===== src/pwa_pkg.sv =====
// package: constants, types and lookups of the pulse width approach controller
package pwa_pkg;
   localparam int WIDTH_W = 9;
   localparam int TIMER_W = 8;
   // ----------------------------------------------------------------
   // phase codes and limits
   // ----------------------------------------------------------------
   localparam logic [1:0] PHASE_FIRST = 2'h0;
   localparam logic [1:0] PHASE_TO_FIRST = 2'h1;
   localparam logic [1:0] PHASE_TO_SECOND = 2'h2;
   localparam logic [1:0] PHASE_IDLE = 2'h3;
   localparam logic [WIDTH_W-1:0] WIDTH_MAX = 9'h1FF;
   localparam logic [WIDTH_W-1:0] WIDTH_MIN = 9'h000;
   localparam logic [WIDTH_W-1:0] WIDTH_RST = 9'h000;
   localparam logic [TIMER_W-1:0] TIMER_TOP = 8'hFF;
   localparam logic [TIMER_W-1:0] TIMER_RST = 8'h00;
   localparam logic [1:0] TRIG_FIELD_RST = 2'h0;
   localparam logic [1:0] TRIG_FIELD_MAX = 2'h3;
   localparam logic [2:0] STEP_FIELD_RST = 3'h0;
   localparam logic [2:0] STEP_FIELD_MAX = 3'h7;
   localparam logic [1:0] ADJ_NONE = 2'h0;
   localparam logic [1:0] ADJ_DEC = 2'h1;
   localparam logic [1:0] ADJ_INC = 2'h2;
   localparam logic OV_CMP_RST = 1'b0;
   localparam logic REV_CMP_RST = 1'b1;
   // prescaler masks for divide by 1, 2, 4, 8
   localparam logic [3:0][2:0] PSC_MASK = {3'h7, 3'h3, 3'h1, 3'h0};
   localparam logic [2:0] PSC_RST = 3'h0;
   localparam logic [2:0] CNT3_RST = 3'h0;
   localparam logic [3:0] CNT4_RST = 4'h0;
   // ----------------------------------------------------------------
   // types
   // ----------------------------------------------------------------
   typedef enum logic [3:0] {
      ST_IDLE = 4'h1,
      ST_FIRST = 4'h2,
      ST_TO_FIRST = 4'h4,
      ST_TO_SECOND = 4'h8
   } pwa_state_e;
   typedef struct packed {
      logic [WIDTH_W-1:0] firstTarget;
      logic [WIDTH_W-1:0] secondTarget;
      logic [TIMER_W-1:0] firstReload;
      logic [TIMER_W-1:0] secondReload;
      logic [TIMER_W-1:0] thirdReload;
      logic [1:0] timerClkSel;
      logic [2:0] approachThresh;
      logic [1:0] trigAdjust;
      logic [1:0] stepAdjust;
   } pwa_cfg_s;
   // ----------------------------------------------------------------
   // field lookups, swap these to change encodings
   // ----------------------------------------------------------------
   function automatic logic [2:0] pwa_trig_count(input logic [1:0] f);
      return {1'b0, f} + 3'h1;
   endfunction : pwa_trig_count
   function automatic logic [3:0] pwa_step(input logic [2:0] f);
      return {1'b0, f} + 4'h1;
   endfunction : pwa_step
   function automatic logic [3:0] pwa_thresh(input logic [2:0] f);
      return {1'b0, f} + 4'h1;
   endfunction : pwa_thresh
endpackage : pwa_pkg


===== src/pwa_pulse_width_approach_ctrl.sv =====
// module: pulse width approach controller with three-phase interval timer
`timescale 1ns/100ps
module pwa_pulse_width_approach_ctrl
   import pwa_pkg::*;
(
   input wire logic sys_clk,
   input wire logic rst_n,
   input wire logic clkEn,
   input wire logic overloadCmpIn,
   input wire logic reverseVoltCmpIn,
   input wire logic pulseTrig,
   input wire pwa_cfg_s cfg,
   input wire logic hwModeSel,
   input wire logic startSrcSel,
   input wire logic targetSel,
   input wire logic approachEnWr,
   input wire logic approachEnWrData,
   input wire logic timerRunWr,
   input wire logic timerRunWrData,
   input wire logic widthWr,
   input wire logic [WIDTH_W-1:0] widthWrData,
   input wire logic fieldWr,
   input wire logic [1:0] trigCountWrData,
   input wire logic [2:0] stepSizeWrData,
   input wire logic firstReachedClr,
   input wire logic secondReachedClr,
   input wire logic masterIrqEn,
   input wire logic doneIrqEn,
   input wire logic mfIrqEn,
   output logic [WIDTH_W-1:0] widthValue,
   output logic [1:0] trigCountField,
   output logic [2:0] stepSizeField,
   output logic [1:0] phaseField,
   output logic approachEnable,
   output logic adjustActive,
   output logic firstReached,
   output logic secondReached,
   output logic timerRun,
   output logic revProtActive,
   output logic approachDoneIrq,
   output logic timerOvfIrq
);
   // ----------------------------------------------------------------
   // pin synchronisers, a change counts once stages two and three agree
   // ----------------------------------------------------------------
   logic ovS1Reg, ovS2Reg, ovS3Reg, ovFiltReg, ovPrevReg;
   logic rvS1Reg, rvS2Reg, rvS3Reg, rvFiltReg;
   logic ovFiltNext, rvFiltNext, ovRise;
   always_comb begin
      ovFiltNext = (ovS2Reg == ovS3Reg) ? ovS3Reg : ovFiltReg;
      rvFiltNext = (rvS2Reg == rvS3Reg) ? rvS3Reg : rvFiltReg;
   end
   always_ff @(posedge sys_clk or negedge rst_n) begin
      if (!rst_n) begin
         ovS1Reg <= OV_CMP_RST;
         ovS2Reg <= OV_CMP_RST;
         ovS3Reg <= OV_CMP_RST;
         ovFiltReg <= OV_CMP_RST;
         ovPrevReg <= OV_CMP_RST;
         rvS1Reg <= REV_CMP_RST;
         rvS2Reg <= REV_CMP_RST;
         rvS3Reg <= REV_CMP_RST;
         rvFiltReg <= REV_CMP_RST;
      end else if (clkEn) begin
         ovS1Reg <= overloadCmpIn;
         ovS2Reg <= ovS1Reg;
         ovS3Reg <= ovS2Reg;
         ovFiltReg <= ovFiltNext;
         ovPrevReg <= ovFiltReg;
         rvS1Reg <= reverseVoltCmpIn;
         rvS2Reg <= rvS1Reg;
         rvS3Reg <= rvS2Reg;
         rvFiltReg <= rvFiltNext;
      end
   end
   assign ovRise = ovFiltReg & ~ovPrevReg;
   // ----------------------------------------------------------------
   // sequencer, timer and approach datapath
   // ----------------------------------------------------------------
   pwa_state_e stateReg, stateNext;
   logic [TIMER_W-1:0] timerReg, timerNext;
   logic [2:0] pscReg, pscNext, trigCntReg, trigCntNext;
   logic [3:0] evtCntReg, evtCntNext;
   logic [WIDTH_W-1:0] widthReg, widthNext, target;
   logic [1:0] trigFieldReg, trigFieldNext, phaseReg, phaseNext;
   logic [2:0] stepFieldReg, stepFieldNext;
   logic runReg, runNext, enReg, enNext, adjReg, adjNext, doneReg, doneNext;
   logic overReg, overNext, firstReg, firstNext, secondReg, secondNext;
   logic hwPrevReg, irqReg, irqNext, tmrIrqReg, tmrIrqNext;
   logic runRise, hwRise, startEvt, tick, timerOvf, inApproach, approaching, locked, atTarget;
   logic setFirst, setSecond, stepNow;
   logic [WIDTH_W:0] sum;
   logic [3:0] step;
   always_comb begin
      stateNext = stateReg;
      timerNext = timerReg;
      pscNext = pscReg + 3'h1;
      trigCntNext = trigCntReg;
      evtCntNext = evtCntReg;
      widthNext = widthReg;
      trigFieldNext = trigFieldReg;
      stepFieldNext = stepFieldReg;
      runNext = runReg;
      enNext = enReg;
      adjNext = adjReg;
      doneNext = doneReg;
      overNext = overReg;
      sum = {1'b0, WIDTH_MIN};
      step = pwa_step(stepFieldReg);
      stepNow = 1'b0;
      runRise = timerRunWr & timerRunWrData & ~runReg;
      hwRise = hwModeSel & ~hwPrevReg;
      startEvt = startSrcSel ? runRise : ovRise;
      tick = ((pscReg & PSC_MASK[cfg.timerClkSel]) == PSC_RST) & runReg;
      timerOvf = tick & (timerReg == TIMER_TOP);
      inApproach = hwModeSel ? (stateReg == ST_TO_FIRST || stateReg == ST_TO_SECOND) : enReg;
      locked = inApproach;
      target = hwModeSel ? ((stateReg == ST_TO_SECOND) ? cfg.secondTarget : cfg.firstTarget)
                         : (targetSel ? cfg.secondTarget : cfg.firstTarget);
      atTarget = (widthReg == target);
      approaching = inApproach & rvFiltReg & ~doneReg;
      setFirst = approaching & atTarget & (target == cfg.firstTarget) &
                 (hwModeSel ? stateReg == ST_TO_FIRST : !targetSel);
      setSecond = approaching & atTarget & (target == cfg.secondTarget) &
                  (hwModeSel ? stateReg == ST_TO_SECOND : targetSel);
      doneNext = doneReg | (approaching & atTarget);
      // software access; width and field writes blocked while in an approach phase
      runNext = timerRunWr ? timerRunWrData : runReg;
      if (widthWr && !locked) begin
         widthNext = widthWrData;
      end
      if (fieldWr && !locked) begin
         trigFieldNext = trigCountWrData;
         stepFieldNext = stepSizeWrData;
      end
      if (!hwModeSel && approachEnWr) begin
         enNext = approachEnWrData;
      end
      if (!hwModeSel) begin
         adjNext = enNext;
         if (runRise) begin
            timerNext = cfg.firstReload;
         end
      end
      // every pwa_trig_count-th qualifying trigger steps the width value
      if (pulseTrig && approaching && !atTarget) begin
         trigCntNext = trigCntReg + 3'h1;
         if (trigCntNext >= pwa_trig_count(trigFieldReg)) begin
            trigCntNext = CNT3_RST;
            stepNow = 1'b1;
         end
      end
      if (stepNow) begin
         if (overReg) begin
            widthNext = target;
            overNext = 1'b0;
         end else if (widthReg < target) begin
            sum = {1'b0, widthReg} + {6'h00, step};
            widthNext = sum[WIDTH_W] ? WIDTH_MAX : sum[WIDTH_W-1:0];
            overNext = (widthNext > target);
         end else begin
            widthNext = ({5'h00, step} > widthReg) ? WIDTH_MIN : widthReg - {5'h00, step};
            overNext = (widthNext < target);
         end
         evtCntNext = evtCntReg + 4'h1;
         if (evtCntNext >= pwa_thresh(cfg.approachThresh)) begin
            evtCntNext = CNT4_RST;
            if (cfg.trigAdjust == ADJ_INC && trigFieldReg != TRIG_FIELD_MAX) begin
               trigFieldNext = trigFieldReg + 2'h1;
            end else if (cfg.trigAdjust == ADJ_DEC && trigFieldReg != TRIG_FIELD_RST) begin
               trigFieldNext = trigFieldReg - 2'h1;
            end
            if (cfg.stepAdjust == ADJ_INC && stepFieldReg != STEP_FIELD_MAX) begin
               stepFieldNext = stepFieldReg + 3'h1;
            end else if (cfg.stepAdjust == ADJ_DEC && stepFieldReg != STEP_FIELD_RST) begin
               stepFieldNext = stepFieldReg - 3'h1;
            end
         end
      end
      if (tick) begin
         timerNext = (timerOvf && !hwModeSel) ? cfg.firstReload : timerReg + 8'h01;
      end
      // interval sequencer
      case (stateReg)
         ST_IDLE: begin
            if (hwModeSel && !hwRise && startEvt) begin
               stateNext = ST_FIRST;
               timerNext = cfg.firstReload;
               runNext = 1'b1;
            end
         end
         ST_FIRST: begin
            if (timerOvf) begin
               stateNext = ST_TO_FIRST;
               timerNext = cfg.secondReload;
               enNext = 1'b1;
               adjNext = 1'b1;
            end
         end
         ST_TO_FIRST: begin
            if (timerOvf) begin
               stateNext = ST_TO_SECOND;
               timerNext = cfg.thirdReload;
            end
         end
         ST_TO_SECOND: begin
            if (timerOvf) begin
               stateNext = ST_IDLE;
               runNext = 1'b0;
               enNext = 1'b0;
               adjNext = 1'b0;
            end
         end
         default: stateNext = ST_IDLE;
      endcase
      if (stateNext != stateReg) begin
         doneNext = 1'b0;
         overNext = 1'b0;
         trigCntNext = CNT3_RST;
      end
      if (!hwModeSel || hwRise) begin
         stateNext = ST_IDLE;
      end
      // a leftover software enable must not show in phases 00 and 11
      if (hwRise) begin
         runNext = 1'b0;
         enNext = 1'b0;
         adjNext = 1'b0;
      end
      // set wins over either clear
      firstNext = setFirst | (firstReg & ~firstReachedClr & ~(ovRise | runRise));
      secondNext = setSecond | (secondReg & ~secondReachedClr & ~(ovRise | runRise));
      irqNext = (setFirst | setSecond) & masterIrqEn & doneIrqEn & mfIrqEn;
      tmrIrqNext = timerOvf & ~hwModeSel;
      case (stateNext)
         ST_FIRST: phaseNext = PHASE_FIRST;
         ST_TO_FIRST: phaseNext = PHASE_TO_FIRST;
         ST_TO_SECOND: phaseNext = PHASE_TO_SECOND;
         default: phaseNext = PHASE_IDLE;
      endcase
   end
   always_ff @(posedge sys_clk or negedge rst_n) begin
      if (!rst_n) begin
         stateReg <= ST_IDLE;
         timerReg <= TIMER_RST;
         pscReg <= PSC_RST;
         trigCntReg <= CNT3_RST;
         evtCntReg <= CNT4_RST;
         widthReg <= WIDTH_RST;
         trigFieldReg <= TRIG_FIELD_RST;
         stepFieldReg <= STEP_FIELD_RST;
         phaseReg <= PHASE_IDLE;
         runReg <= 1'b0;
         enReg <= 1'b0;
         adjReg <= 1'b0;
         doneReg <= 1'b0;
         overReg <= 1'b0;
         firstReg <= 1'b0;
         secondReg <= 1'b0;
         hwPrevReg <= 1'b0;
         irqReg <= 1'b0;
         tmrIrqReg <= 1'b0;
      end else if (clkEn) begin
         stateReg <= stateNext;
         timerReg <= timerNext;
         pscReg <= pscNext;
         trigCntReg <= trigCntNext;
         evtCntReg <= evtCntNext;
         widthReg <= widthNext;
         trigFieldReg <= trigFieldNext;
         stepFieldReg <= stepFieldNext;
         phaseReg <= phaseNext;
         runReg <= runNext;
         enReg <= enNext;
         adjReg <= adjNext;
         doneReg <= doneNext;
         overReg <= overNext;
         firstReg <= firstNext;
         secondReg <= secondNext;
         hwPrevReg <= hwModeSel;
         irqReg <= irqNext;
         tmrIrqReg <= tmrIrqNext;
      end
   end
   assign widthValue = widthReg;
   assign trigCountField = trigFieldReg;
   assign stepSizeField = stepFieldReg;
   assign phaseField = phaseReg;
   assign approachEnable = enReg;
   assign adjustActive = adjReg;
   assign firstReached = firstReg;
   assign secondReached = secondReg;
   assign timerRun = runReg;
   assign revProtActive = ~rvFiltReg;
   assign approachDoneIrq = irqReg & clkEn;
   assign timerOvfIrq = tmrIrqReg & clkEn;
endmodule : pwa_pulse_width_approach_ctrl


===== config.mk =====
export PLATFORM = sky130hd
export DESIGN_NAME = pwa_pulse_width_approach_ctrl
export DESIGN_NICKNAME = d
export VERILOG_FILES = /design/src/pwa_pkg.sv /design/src/pwa_pulse_width_approach_ctrl.sv
export SDC_FILE = /design/constraint.sdc
export NUM_CORES = 1
export LEC_CHECK = 0
export BUFFER_PORTS_ARGS = -buffer_cell sky130_fd_sc_hd__buf_4
export CAP_MARGIN = 30
export CORE_ASPECT_RATIO = 0.8
export CORE_UTILIZATION = 50
export DETAILED_ROUTE_END_ITERATION = 16
export HOLD_SLACK_MARGIN = 0.02
export PLACE_DENSITY = 0.74
export SYNTH_ARGS = -nofsm -noshare
export SYNTH_HDL_FRONTEND = slang
export SYNTH_SLANG_ARGS = --single-unit

===== constraint.sdc =====
create_clock -name sys_clk -period 6.2 [get_ports sys_clk]
set_input_delay 0.93 -clock sys_clk [delete_from_list [all_inputs] [get_ports sys_clk]]
set_output_delay 0.93 -clock sys_clk [all_outputs]
set_load 0.05 [all_outputs]

* Word-level counts from Yosys, hierarchy flattened
Index checks and enable logic that the tools add are counted.
Storage, ports and cells: bits in registers 57, output and inout port bits 24, input port bits 85, logic and storage cells 203
Cells by class: muxes and demuxes 66, eq/ne operators 20, add/sub/neg operators 13, order comparisons 7, reductions and logical operators 31, bitwise operators 38
Operators by type and width (count):
- $mux 9 | 9
- $mux 8 | 7
- $eq 9x9->1 | 3
- $mux 3 | 9
- $mux 4 | 6
- $pmux 8 s3 | 1
- $and 1x1->1 | 23
- $mux 1 | 23
- $lt 9x9->1 | 2
- $pmux 4 s4 | 1
- $logic_and 1x1->1 | 12
- $reduce_and 2->1 | 6
- $add 9x4->10 | 1
- $mux 2 | 5
- $add 3x1->3 const B | 3
- $gt 4x9->1 | 1
- $gt 9x9->1 | 1
- $not 1->1 | 9
- $sub 9x4->9 | 1
- $add 3x1->4 const B | 2
- $add 8x1->8 const B | 1
- $eq 4x2->1 const B | 2
- $eq 4x3->1 const B | 2
- $eq 4x4->1 const B | 2
- 26 further kinds | 43

* Depth between registers and ports, before layout
Gate-level depths: netlist (run 1).
word-level depth 12, gate-level depth with buffers 15, mapped depth without buffers 14

* Least setup slack after synthesis (run 1)
No wires, ideal clock.
kind reg-to-reg, start point register stepFieldReg[0] (netlist: stepSizeField[0]), end point register overReg, setup slack 2.430 ns, arrival 3.648 ns, required time 6.078 ns, stages on the path, launching flop included 15, buffers on the path 0, setup time 0.122 ns, clock period less this slack 3.770 ns, cells stage by stage dfrtp_1 > inv_1 > ha_1 > ha_1 > a21o_1 > a221o_1 > nor4_1 > nor2_1 > ha_1 > a21oi_1 > o21ai_0 > a31oi_1 > nand2_1 > a31o_2 > a32o_1
On the way: word-level cells in the longest chain between the ends 8, elaborated cells on any way between the ends 12, classes of those cells add/sub (3); order compare (3); mux (6)
RTL lines:
- start, declared | RTL line pwa_pulse_width_approach_ctrl.sv:86 | logic [2:0] stepFieldReg, stepFieldNext;
- start signal, assigned | RTL line pwa_pulse_width_approach_ctrl.sv:271 | stepFieldReg <= stepFieldNext;
- $add 3x1->4 (*) | RTL line pwa_pkg.sv:58 | return {1'b0, f} + 4'h1;
- $sub 9x4->9 (tied with other cells) | RTL line pwa_pulse_width_approach_ctrl.sv:162 | widthNext = ({5'h00, step} > widthReg) ? WIDTH_MIN : widthReg - {5'h00, step};
- $mux 9, on equally long branches | RTL line pwa_pulse_width_approach_ctrl.sv:162, pwa_pulse_width_approach_ctrl.sv:159
- $lt 9x9->1 or $gt 9x9->1 (tied branches) | RTL line pwa_pulse_width_approach_ctrl.sv:163, pwa_pulse_width_approach_ctrl.sv:160
- $mux 1 (*) | RTL line pwa_pulse_width_approach_ctrl.sv:157 | end else if (widthReg < target) begin
- $mux 1 (*) | RTL line pwa_pulse_width_approach_ctrl.sv:154 | if (overReg) begin
- $mux 1 (*) | RTL line pwa_pulse_width_approach_ctrl.sv:153 | if (stepNow) begin
- $mux 1 (*) | RTL line pwa_pulse_width_approach_ctrl.sv:216 | if (stateNext != stateReg) begin
- end signal, assigned | RTL line pwa_pulse_width_approach_ctrl.sv:277 | overReg <= overNext;
- end, declared | RTL line pwa_pulse_width_approach_ctrl.sv:88 | logic overReg, overNext, firstReg, firstNext, secondReg, secondNext;
Mark *: on every way between the ends. The rest lies on a longest branch, timed or not. The select of a mux whose other input is x is not followed. A chain may end at the register's enable or synchronous reset.

* Worst setup path after layout (run 1)
Ends and elaborated chain as after synthesis.

==> results of run 1 <==
worst reg2reg max path, delay by kind of cell (launching register included):
| kind | cells | cell delay, ps |
|---|---|---|
| AO/OA/AOI/OAI | 7 | 1550 |
| adder cells (fa/ha/maj) | 3 | 1090 |
| AND/OR/NAND/NOR | 3 | 580 |
| flip-flops | 1 | 480 |
| buffers and inverters | 1 | 170 |
routing by layer:
layer | global-route usage [%] | part of all wire (%) | vias to the layer above
li1 | - | - | 2569
met3 | 5.42 | 6.6 | 22
met1 | 43.3 | 48 | 2560
met4 | 6.65 | 1.3 | 0
met2 | 45.0 | 44 | 211
met5 | 0 | 0 | -
layout make-up:
type,instances,share of cell area [%]
clock inverter,7,1.58
tap,140,2.70
sequential,57,22.1
clock buffer,9,3.47
timing repair buffer,110,12.7
inverter,34,1.97
multi-input combinational,512,55.5
cells by family (layout without fill, tap and decap cells):
kind of cell | count (synthesis) | after routing | synth area share (%)
AOI/OAI and AO/OA | 195 | 195 | 25.5
and+or+nand+nor | 226 | 226 | 22.4
muxes | 25 | 25 | 5.25
xor gates and xnor gates | 13 | 13 | 2.15
DFF | 57 | 57 | 27.1
buffers and inverters | 64 | 160 | 4.87
adders and majority gates | 53 | 53 | 12.7
report_power, final:
group / switching (mW) / internal (mW) / total [mW]
combinational: 0.588 / 0.424 / 1.01
clock: 0.197 / 0.356 / 0.553
sequential: 0.118 / 0.452 / 0.570
synthesized netlist by cell type (10+ instances only):
master	instances
dfrtp_1	50
nor2_1	51
inv_1	31
a21oi_1	34
a211oi_1	13
mux2i_1	12
o21ai_0	33
nor2b_1	12
nor3_1	24
nand3_1	37
ha_1	52
clkbuf_1	22
a31oi_1	16
nand2_1	45
a21o_1	10
o211ai_1	11
mux2_2	12
sequential cells by signal (all words and copies together) (netlist names), 3 cells and up:
signal and count:
widthValue 9, timerReg 8, evtCntReg 4, stateReg 4, pscReg 3, stepSizeField 3
trigCntReg 3
path summary, 6_finish.rpt:
| path | cells past startpoint | start | endpoint |
|---|---|---|---|
| worst max-delay path | 14 | stepSizeField[0]$_DFFE_PN0P_ | overReg$_DFFE_PN0P_ |
| worst min-delay path | 2 | secondReached$_DFFE_PN0P_ | secondReached$_DFFE_PN0P_ |
| min in group asynchronous | 1 | rst_n | pscReg[2]$_DFFE_PN0P_ |
| max in group asynchronous | 1 | rst_n | widthValue[0]$_DFFE_PN0P_ |
| worst max register to register | 14 | stepSizeField[0]$_DFFE_PN0P_ | overReg$_DFFE_PN0P_ |
| worst min register to register | 2 | secondReached$_DFFE_PN0P_ | secondReached$_DFFE_PN0P_ |
==> results.ini, run 1 <==
[status]
status = finished clean

[cts]
post_cts_buffers = 0
root_buffer = clkbuf_16
cts_hold_buf = 0
cts.repair.resized = 0
clock_latency_ps = 330
clkTransAtPathRegs_ps = 60
clock_sinks = 57
cts_buffer_depth = 2
cts_tree = done
htree_levels = 3
cts_inserted_buffers = 9

[worst_setup_path]
reg2reg_slack_ps = 2220
start_kind = flop
critPathArrivalTime_ps = 4200
cpMaxStageDelayCell = dfrtp_1
critPathKind = reg -> reg
required_ps = 6420
cp-end-kind = flop
path_delay_family = compound AO/OA/AOI/OAI gates
critPathMaxFanout = 8
cp_cell_sequence = inv_1, ha_1, ha_1, a21o_1, a221o_1, nor4_1, nor2_1, ha_1, a21oi_1, o21ai_0, a31oi_1, nand2_1, a31o_2, a32o_1
path_buf_inv = 1
max_stage_delay_ps = 480
cp_common_cell = ha_1

[floorplanning]
io_pins = 109
core-area_sq_um = 10300
fp.dieH_um = 94.0
start_util_pct = 51.4
row_count = 33
die_x_um = 117
die-area_sq_um = 11000

[layout]
final_area_sq_um = 6490
finalNonFillerCells = 869
area_delta_synth_final_pct = 22.8
multi_input_area_sq_um = 3600
final_common_cell = buf_4
num_antenna_cells = 0
layout_common_cells = buf_4, ha_1, nor2_1
nets = 862
regArea_sq_um = 1440
drive_gt1_share_pct = 22.9
n_fill_cell = 912
fin_util_pct = 63.1

[power]
finalPower_mw = 2.14
power.leakage_nw = 2.99
power_density_nw_per_um2 = 329
vdd_ir_drop_max_mv = 0.214

[grt]
grt_pass1_vias = 4936
grt.total_usage_pct = 29.6
grt_pass1_wl_um = 24900
antenna_found_initial = 0
grt_overflow = 0
grt_max_degree = 59

[placed_design]
numPortBuffers = 108
place_inst = 853
gp_congestion = 0.962
dp_slack_ps = 1930
dpl_cell_area_sq_um = 6160
hpwl_um = 11800

[synth]
syn_area_per_cell_sq_um = 8.35
synth_cells = 633
synthArstFlopShare_pct = 100
ys_seq_area_share_pct = 27.1
synth_flop_cell = dfrtp_1
synth-edff-count = 0
synth_cell_types = 85
synth_area_leaders = dfrtp_1, ha_1, nor2_1
synth-seq-cells = 57
netlist_area_sq_um = 5290
netlist.area_leader.share_pct = 23.7
yosys_warnings = 0
synth_top_area_cell = dfrtp_1
syn_nets = 771

[sta]
skew_ps = 8.45
holdWs_ps = 483
grt_setup_unrepaired = no
fin_crit_ps = 3980
max_freq_ghz = 0.251
setup_viol_count_final = 0
final-hold-violation-count = 0
worstMarginPinSlew_ps = 980
slew_violations = 0
fin_tns_setup_ps = 0
setup_ws_ps = 2220
post-route-period-util_pct = 64.3
slew_headroom_pct = 34.5

[routing]
antenna_left = 0
drt_iter0_markers = 432
dr.pass1.iters = 7
wire_per_inst_um = 18.1
viasPerCell = 6.17
vias = 5362
finalWirelength_um = 15700
drc_errors = 0

[min_path]
hp-class = reg -> reg

[run]
maxCapViolCount = 0

(Power assumes the default switching activity.)
==> run 2, diff against run 1 <==
ABC_AREA = 1   (was not set)
PLACE_DENSITY = 0.76   (was 0.74)
clock period = 3.59 ns   (was 6.2 ns; I/O delays follow)
==> results.ini, run 2 <==
[worst_setup_path]
cp-end-kind = flop
critPathKind = reg -> reg
worstReg2RegEnd = overReg$_DFFE_PN0P_
critPathMaxFanout = 4  ; -4
start_kind = flop
critPathArrivalTime_ps = 3630  ; -570 ps
setup.worst_path.start = stepSizeField[1]$_DFFE_PN0P_
required_ps = 3860  ; -2560 ps
reg2reg_slack_ps = 220  ; -1990 ps
rr_startpoint = stepSizeField[1]$_DFFE_PN0P_
r2r_cells = 20  ; +6

[cts]
clkTransAtPathRegs_ps = 60  ; about the same
cts_hold_buf = 0  ; unchanged
clock_sinks = 57  ; unchanged
root_buffer = clkbuf_16
htree_levels = 3  ; unchanged
cts_buffer_depth = 2  ; unchanged
cts_inserted_buffers = 9  ; unchanged
clock_latency_ps = 330  ; about the same
cts_tree = done

[placed_design]
numPortBuffers = 108  ; unchanged
hpwl_um = 12100  ; +2.6%
gp_congestion = 0.917  ; -4.7%

[layout]
layout_common_cells = nand2_1, buf_4, inv_1
final_common_cell = nand2_1
nets = 1107  ; +28%
drive_gt1_share_pct = 21.3  ; -1.7 points
largest_reg_flops = 9  ; unchanged
num_antenna_cells = 0  ; unchanged
n_fill_cell = 1041  ; +14%
fin_util_pct = 64.3  ; +1.1 points
area_delta_synth_final_pct = 25.3

[grt]
grt_overflow = 0  ; unchanged
grt.total_usage_pct = 27.8  ; -1.9 points
antenna_found_initial = 0  ; unchanged
grt_max_degree = 58  ; -1.7%
grt_pass1_wl_um = 25200  ; +1.2%
grt_pass1_vias = 5079  ; +2.9%

[routing]
drc_errors = 0  ; unchanged
antenna_left = 0  ; unchanged
dr.pass1.iters = 6  ; -1
viasPerCell = 5.40  ; -13%
drt_iter0_markers = 569  ; +32%
vias = 6034  ; +13%
wire_per_inst_um = 14.2  ; -21%
finalWirelength_um = 15900  ; +1.1%

[floorplanning]
row_count = 34  ; +3.0%
start_util_pct = 51.3  ; -0.14 points
fp.dieH_um = 96.4  ; +2.5%
die_x_um = 120  ; +2.5%
io_pins = 109  ; unchanged
die-area_sq_um = 11600  ; +5.1%
core-area_sq_um = 10800  ; +5.5%

[synth]
ys_seq_area_share_pct = 25.8  ; -1.3 points
synthArstFlopShare_pct = 100  ; unchanged
synth_area_leaders = dfrtp_1, nand2_1, ha_1
yosysMostFrequentCell = nand2_1
synth-seq-cells = 57  ; unchanged
synth_flop_cell = dfrtp_1
yosys_warnings = 0  ; unchanged
syn_nets = 991  ; +29%
synth-edff-count = 0  ; unchanged
syn_area_per_cell_sq_um = 6.52  ; -22%
synth_cell_types = 48  ; -44%
netlist_area_sq_um = 5560  ; +5.2%
synth_common_cells = nand2_1, inv_1, nor2_1
synth_cells = 853  ; +35%
synth_top_area_cell = dfrtp_1
netlist.area_leader.share_pct = 22.5  ; -1.2 points

[sta]
setup_viol_count_final = 0  ; unchanged
final-hold-violation-count = 0  ; unchanged
slew_violations = 0  ; unchanged
slew_headroom_pct = 50.3  ; +16 points
fin_crit_ps = 3370  ; -618 ps
max_freq_ghz = 0.297  ; +18%
fin_tns_setup_ps = 0  ; unchanged
post-route-period-util_pct = 93.8  ; +29 points
skew_ps = 3.82  ; -4.64 ps
worstMarginPinSlew_ps = 746  ; -235 ps

[power]
power_density_nw_per_um2 = 513  ; +56%
vdd_ir_drop_max_mv = 0.289  ; +35%
finalPower_mw = 3.58  ; +67%
power.leakage_nw = 3.75  ; +25%

[run]
maxCapViolCount = 0  ; unchanged

[status]
status = finished clean

[min_path]
hp-class = in -> async

run 2: how the worst max path moves through the flow:
stage / endpoint / slack [ps] / cells past startpoint
global placement: overReg$_DFFE_PN0P_ / 150 / 22
finish: overReg$_DFFE_PN0P_ / 220 / 20
floorplan: overReg$_DFFE_PN0P_ / 180 / 20
global route: overReg$_DFFE_PN0P_ / -60 / 20
CTS: overReg$_DFFE_PN0P_ / 5 / 22
detailed placement: overReg$_DFFE_PN0P_ / 60 / 22
run 2: repair_timing:
action / CTS / global route
pin swaps: 0 / 2
setup buffers: 0 / 4
gates resized for setup: 1 / 20
endpoints found under the setup margin: 1 / 5
run 2: critical path: stages (launching register included):
cell and delay [ps]:
dfrtp_1 430, inv_2 160, ha_4 230, buf_4 160, fa_1 460, nand3_1 150
nand2_1 110, nand4_1 110, nand2_1 80, a21boi_0 140, ha_1 300, nand2_1 80
nor2_2 150, nand3b_1 90, nand3_1 80, nand2_1 50, a21oi_1 140, nand4_1 130
nor2_1 140, nand2_1 60, nand2_1 50
run 2: layout make-up:
type	instances	area [sq um]	area share (%)
Timing Repair Buffer	121	908	13.0
Clock inverter	7	85.1	1.22
Clock buffer	9	225	3.23
Inverter	124	468	6.71
Multi-Input combinational cell	656	3670	52.6
Sequential cell	57	1440	20.6
Tap cell	144	180	2.58
run 2: kinds of logic (layout without fill, tap and decap cells):
group	Yosys count	count (layout)	synth area share (%)
simple gates	428	428	33.7
xor+xnor	13	13	2.05
fa+ha+maj	53	53	12.1
mux	2	2	0.360
flops	57	57	25.8
compound gates	160	160	16.1
buf+inv	140	261	9.87
run 2: metrics by stage:
stage | hold WS, ps | cell area, sq um | setup WS (ps) | cells
after floorplan | 243 | 5560 | 184 | 853
after global placement | 454 | 6540 | 146 | 1098
after detailed placement | 460 | 6540 | 57.7 | 1098
after CTS | 300 | 6850 | 5.11 | 1114
after global routing | 327 | 6970 | -62.8 | 1118
final | 268 | 6970 | 224 | 1118
run 2: power by group:
part,switching [mW],internal [mW]
Combinational,1.09,0.664
Sequential,0.167,0.752
Clock,0.347,0.551
run 2: routing by layer:
metal	vias up	GRT usage [%]	wire [um]
met1	2712	41.2	7450
met4	0	4.17	119
li1	3025	-	-
met2	279	41.7	6740
met3	18	5.98	1580
met5	-	0	0
==> run 3, diff against run 2 <==
==> constraint.sdc (replaced) <==
create_clock -name sys_clk -period 3.59 [get_ports sys_clk]
set_input_delay 0.1795 -clock sys_clk [delete_from_list [all_inputs] [get_ports sys_clk]]
set_output_delay 0.1795 -clock sys_clk [all_outputs]
set_load 0.05 [all_outputs]
==> results.ini, run 3 (synthesis gave the netlist of run 2 again) <==
[cts]
cts_inserted_buffers = 9  ; unchanged
clock_latency_ps = 330  ; about the same
root_buffer = clkbuf_16
clkTransAtPathRegs_ps = 60  ; about the same
post_cts_buffers = 0  ; unchanged
clock_sinks = 57  ; unchanged
htree_levels = 3  ; unchanged
cts_tree = done
cts_buffer_depth = 2  ; unchanged

[placed_design]
gp_congestion = 0.976  ; +6.5%
dpl_cell_area_sq_um = 6540  ; unchanged
hpwl_um = 12300  ; +1.4%
numPortBuffers = 108  ; unchanged

[layout]
final_area_sq_um = 6860  ; -1.5%
layout_common_cells = nand2_1, buf_4, inv_1
num_antenna_cells = 0  ; unchanged
final_common_cell = nand2_1
fin_util_pct = 63.3  ; -0.98 points
area_delta_synth_final_pct = 23.4
drive_gt1_share_pct = 20.2  ; -1.1 points
n_fill_cell = 1061  ; +1.9%
nets = 1104  ; -0.27%
largest_reg_flops = 9  ; unchanged

[routing]
antenna_left = 0  ; unchanged
wire_per_inst_um = 14.2  ; -0.16%
vias = 6031  ; -0.050%
finalWirelength_um = 15800  ; -0.43%
dr.pass1.iters = 5  ; -1
drc_errors = 0  ; unchanged
viasPerCell = 5.41  ; +0.22%
drt_iter0_markers = 511  ; -10%

[worst_setup_path]
cp_common_cell = nand2_1
cp_cell_sequence = inv_2, ha_1, ha_1, inv_1, ha_1, inv_1, nand2_1, nand3_1, nand3_1, nand2_1, and3_1, ha_1, nand2_1, inv_1, nand3_1, nor3_1, nand2_1, a21oi_1, nor2_1, nand2_1, nand2_1
critPathKind = reg -> reg
critPathMaxFanout = 7  ; +3
setup.worst_path.start = stepSizeField[0]$_DFFE_PN0P_
r2r_cells = 21  ; +5.0%
cpMaxStageDelayCell = dfrtp_1
start_kind = flop
worstSetupEndpoint = overReg$_DFFE_PN0P_
critPathArrivalTime_ps = 3540  ; -90 ps
reg2reg_slack_ps = 270  ; +50 ps
cp-end-kind = flop
worstReg2RegEnd = overReg$_DFFE_PN0P_
rr_startpoint = stepSizeField[0]$_DFFE_PN0P_
max_stage_delay_ps = 410  ; -50 ps
required_ps = 3810  ; -50 ps

[power]
p_clk_share_pct = 24.1  ; -1.0 points
share_comb_of_total_power_pct = 49.2  ; about the same
pwr-share-seq_pct = 26.7  ; +1.0 points
power.switching_mw = 1.56  ; -2.8%
vdd_ir_drop_max_mv = 0.294  ; +1.6%
internal_power_mw = 1.87  ; -4.9%
power.leakage_nw = 3.71  ; -0.90%
p_sw_share_pct = 45.5  ; +0.55 points
power_density_nw_per_um2 = 500  ; -2.5%

[sta]
fin_crit_ps = 3320  ; -47.8 ps
max_freq_ghz = 0.301  ; +1.4%
holdWs_ps = 48.0  ; -220 ps
worstMarginPinSlew_ps = 763  ; +17.6 ps
final-hold-violation-count = 0  ; unchanged
slew_violations = 0  ; unchanged
setup_viol_count_final = 0  ; unchanged
fin_tns_setup_ps = 0  ; unchanged
grt_setup_unrepaired = no
skew_ps = 4.81  ; +0.996 ps
post-route-period-util_pct = 92.4  ; -1.3 points
slew_headroom_pct = 49.1  ; -1.2 points

[floorplanning]
die_x_um = 120  ; unchanged
fp.dieH_um = 96.4  ; unchanged
die-area_sq_um = 11600  ; unchanged
row_count = 34  ; unchanged
core-area_sq_um = 10800  ; unchanged
start_util_pct = 51.3  ; unchanged
io_pins = 109  ; unchanged

[status]
status = finished clean

[grt]
grt_pass1_wl_um = 25800  ; +2.3%
antenna_found_initial = 0  ; unchanged
grt_max_degree = 58  ; unchanged
grt_overflow = 0  ; unchanged
grt.total_usage_pct = 28.4  ; +0.65 points
grt_pass1_vias = 5284  ; +4.0%

[run]
maxCapViolCount = 0  ; unchanged

[min_path]
hp-class = in -> reg

[run 3: power groups by stage]
stage                     sequential [mW]  clock, mW  combinational, mW
after floorplan                     0.983          0               1.10
after global placement              0.919          0               1.63
after detailed placement            0.923          0               1.64
after CTS                           0.911      0.841               1.65
after global routing                0.933      0.876               1.91
final                               0.917      0.826               1.69
[run 3: worst max-delay path: cells and delay by family, from the launching register on]
kind	cells	cell delay, ps
AOI/OAI and AO/OA	1	130
and+or+nand+nor	12	1210
adders and majority gates	4	1110
DFF	1	410
buffers and inverters	4	320
[run 3: repair_timing]
| action | in CTS | in global routing |
|---|---|---|
| setup endpoints to repair | 0 | 3 |
| hold endpoints to repair | 50 | 0 |
| resized for setup | 0 | 10 |
| hold buffers | 1 | 0 |
[run 3: worst min-delay path by stage]
stage                              from                       end  cells after the start
after floorplan                   rst_n  adjustActive$_DFFE_PN0P_                      0
after global placement            rst_n       ovS1Reg$_DFFE_PN0P_                      1
after detailed placement          rst_n       ovS1Reg$_DFFE_PN0P_                      1
after CTS                 overloadCmpIn       ovS1Reg$_DFFE_PN0P_                      3
after global routing      overloadCmpIn       ovS1Reg$_DFFE_PN0P_                      3
final                     overloadCmpIn       ovS1Reg$_DFFE_PN0P_                      3
[run 3: routing by layer]
layer	track usage, %	wire [um]
met1	42.1	7670
met2	42.6	6640
met3	5.69	1420
met4	5.10	97
met5	0	0
[run 3: metrics by stage]
stage / instances / setup slack [ps] / power [mW]
2_1_floorplan: 853 / 184 / 2.09
3_3_place_gp: 1098 / 194 / 2.54
3_5_place_dp: 1098 / 153 / 2.57
4_1_cts: 1115 / 122 / 3.41
5_1_grt: 1115 / 17.3 / 3.71
6_report: 1115 / 272 / 3.43
[run 3: cell type report]
| cell class | instances | area [sq um] | share of cell area, % |
|---|---|---|---|
| clock buffers | 10 | 239 | 3.48 |
| clock inverters | 6 | 51.3 | 0.747 |
| inverters | 124 | 465 | 6.78 |
| multi-input cells | 656 | 3600 | 52.5 |
| flip-flops and latches | 57 | 1440 | 20.9 |
| well taps | 144 | 180 | 2.62 |
| repair buffers | 118 | 888 | 12.9 |
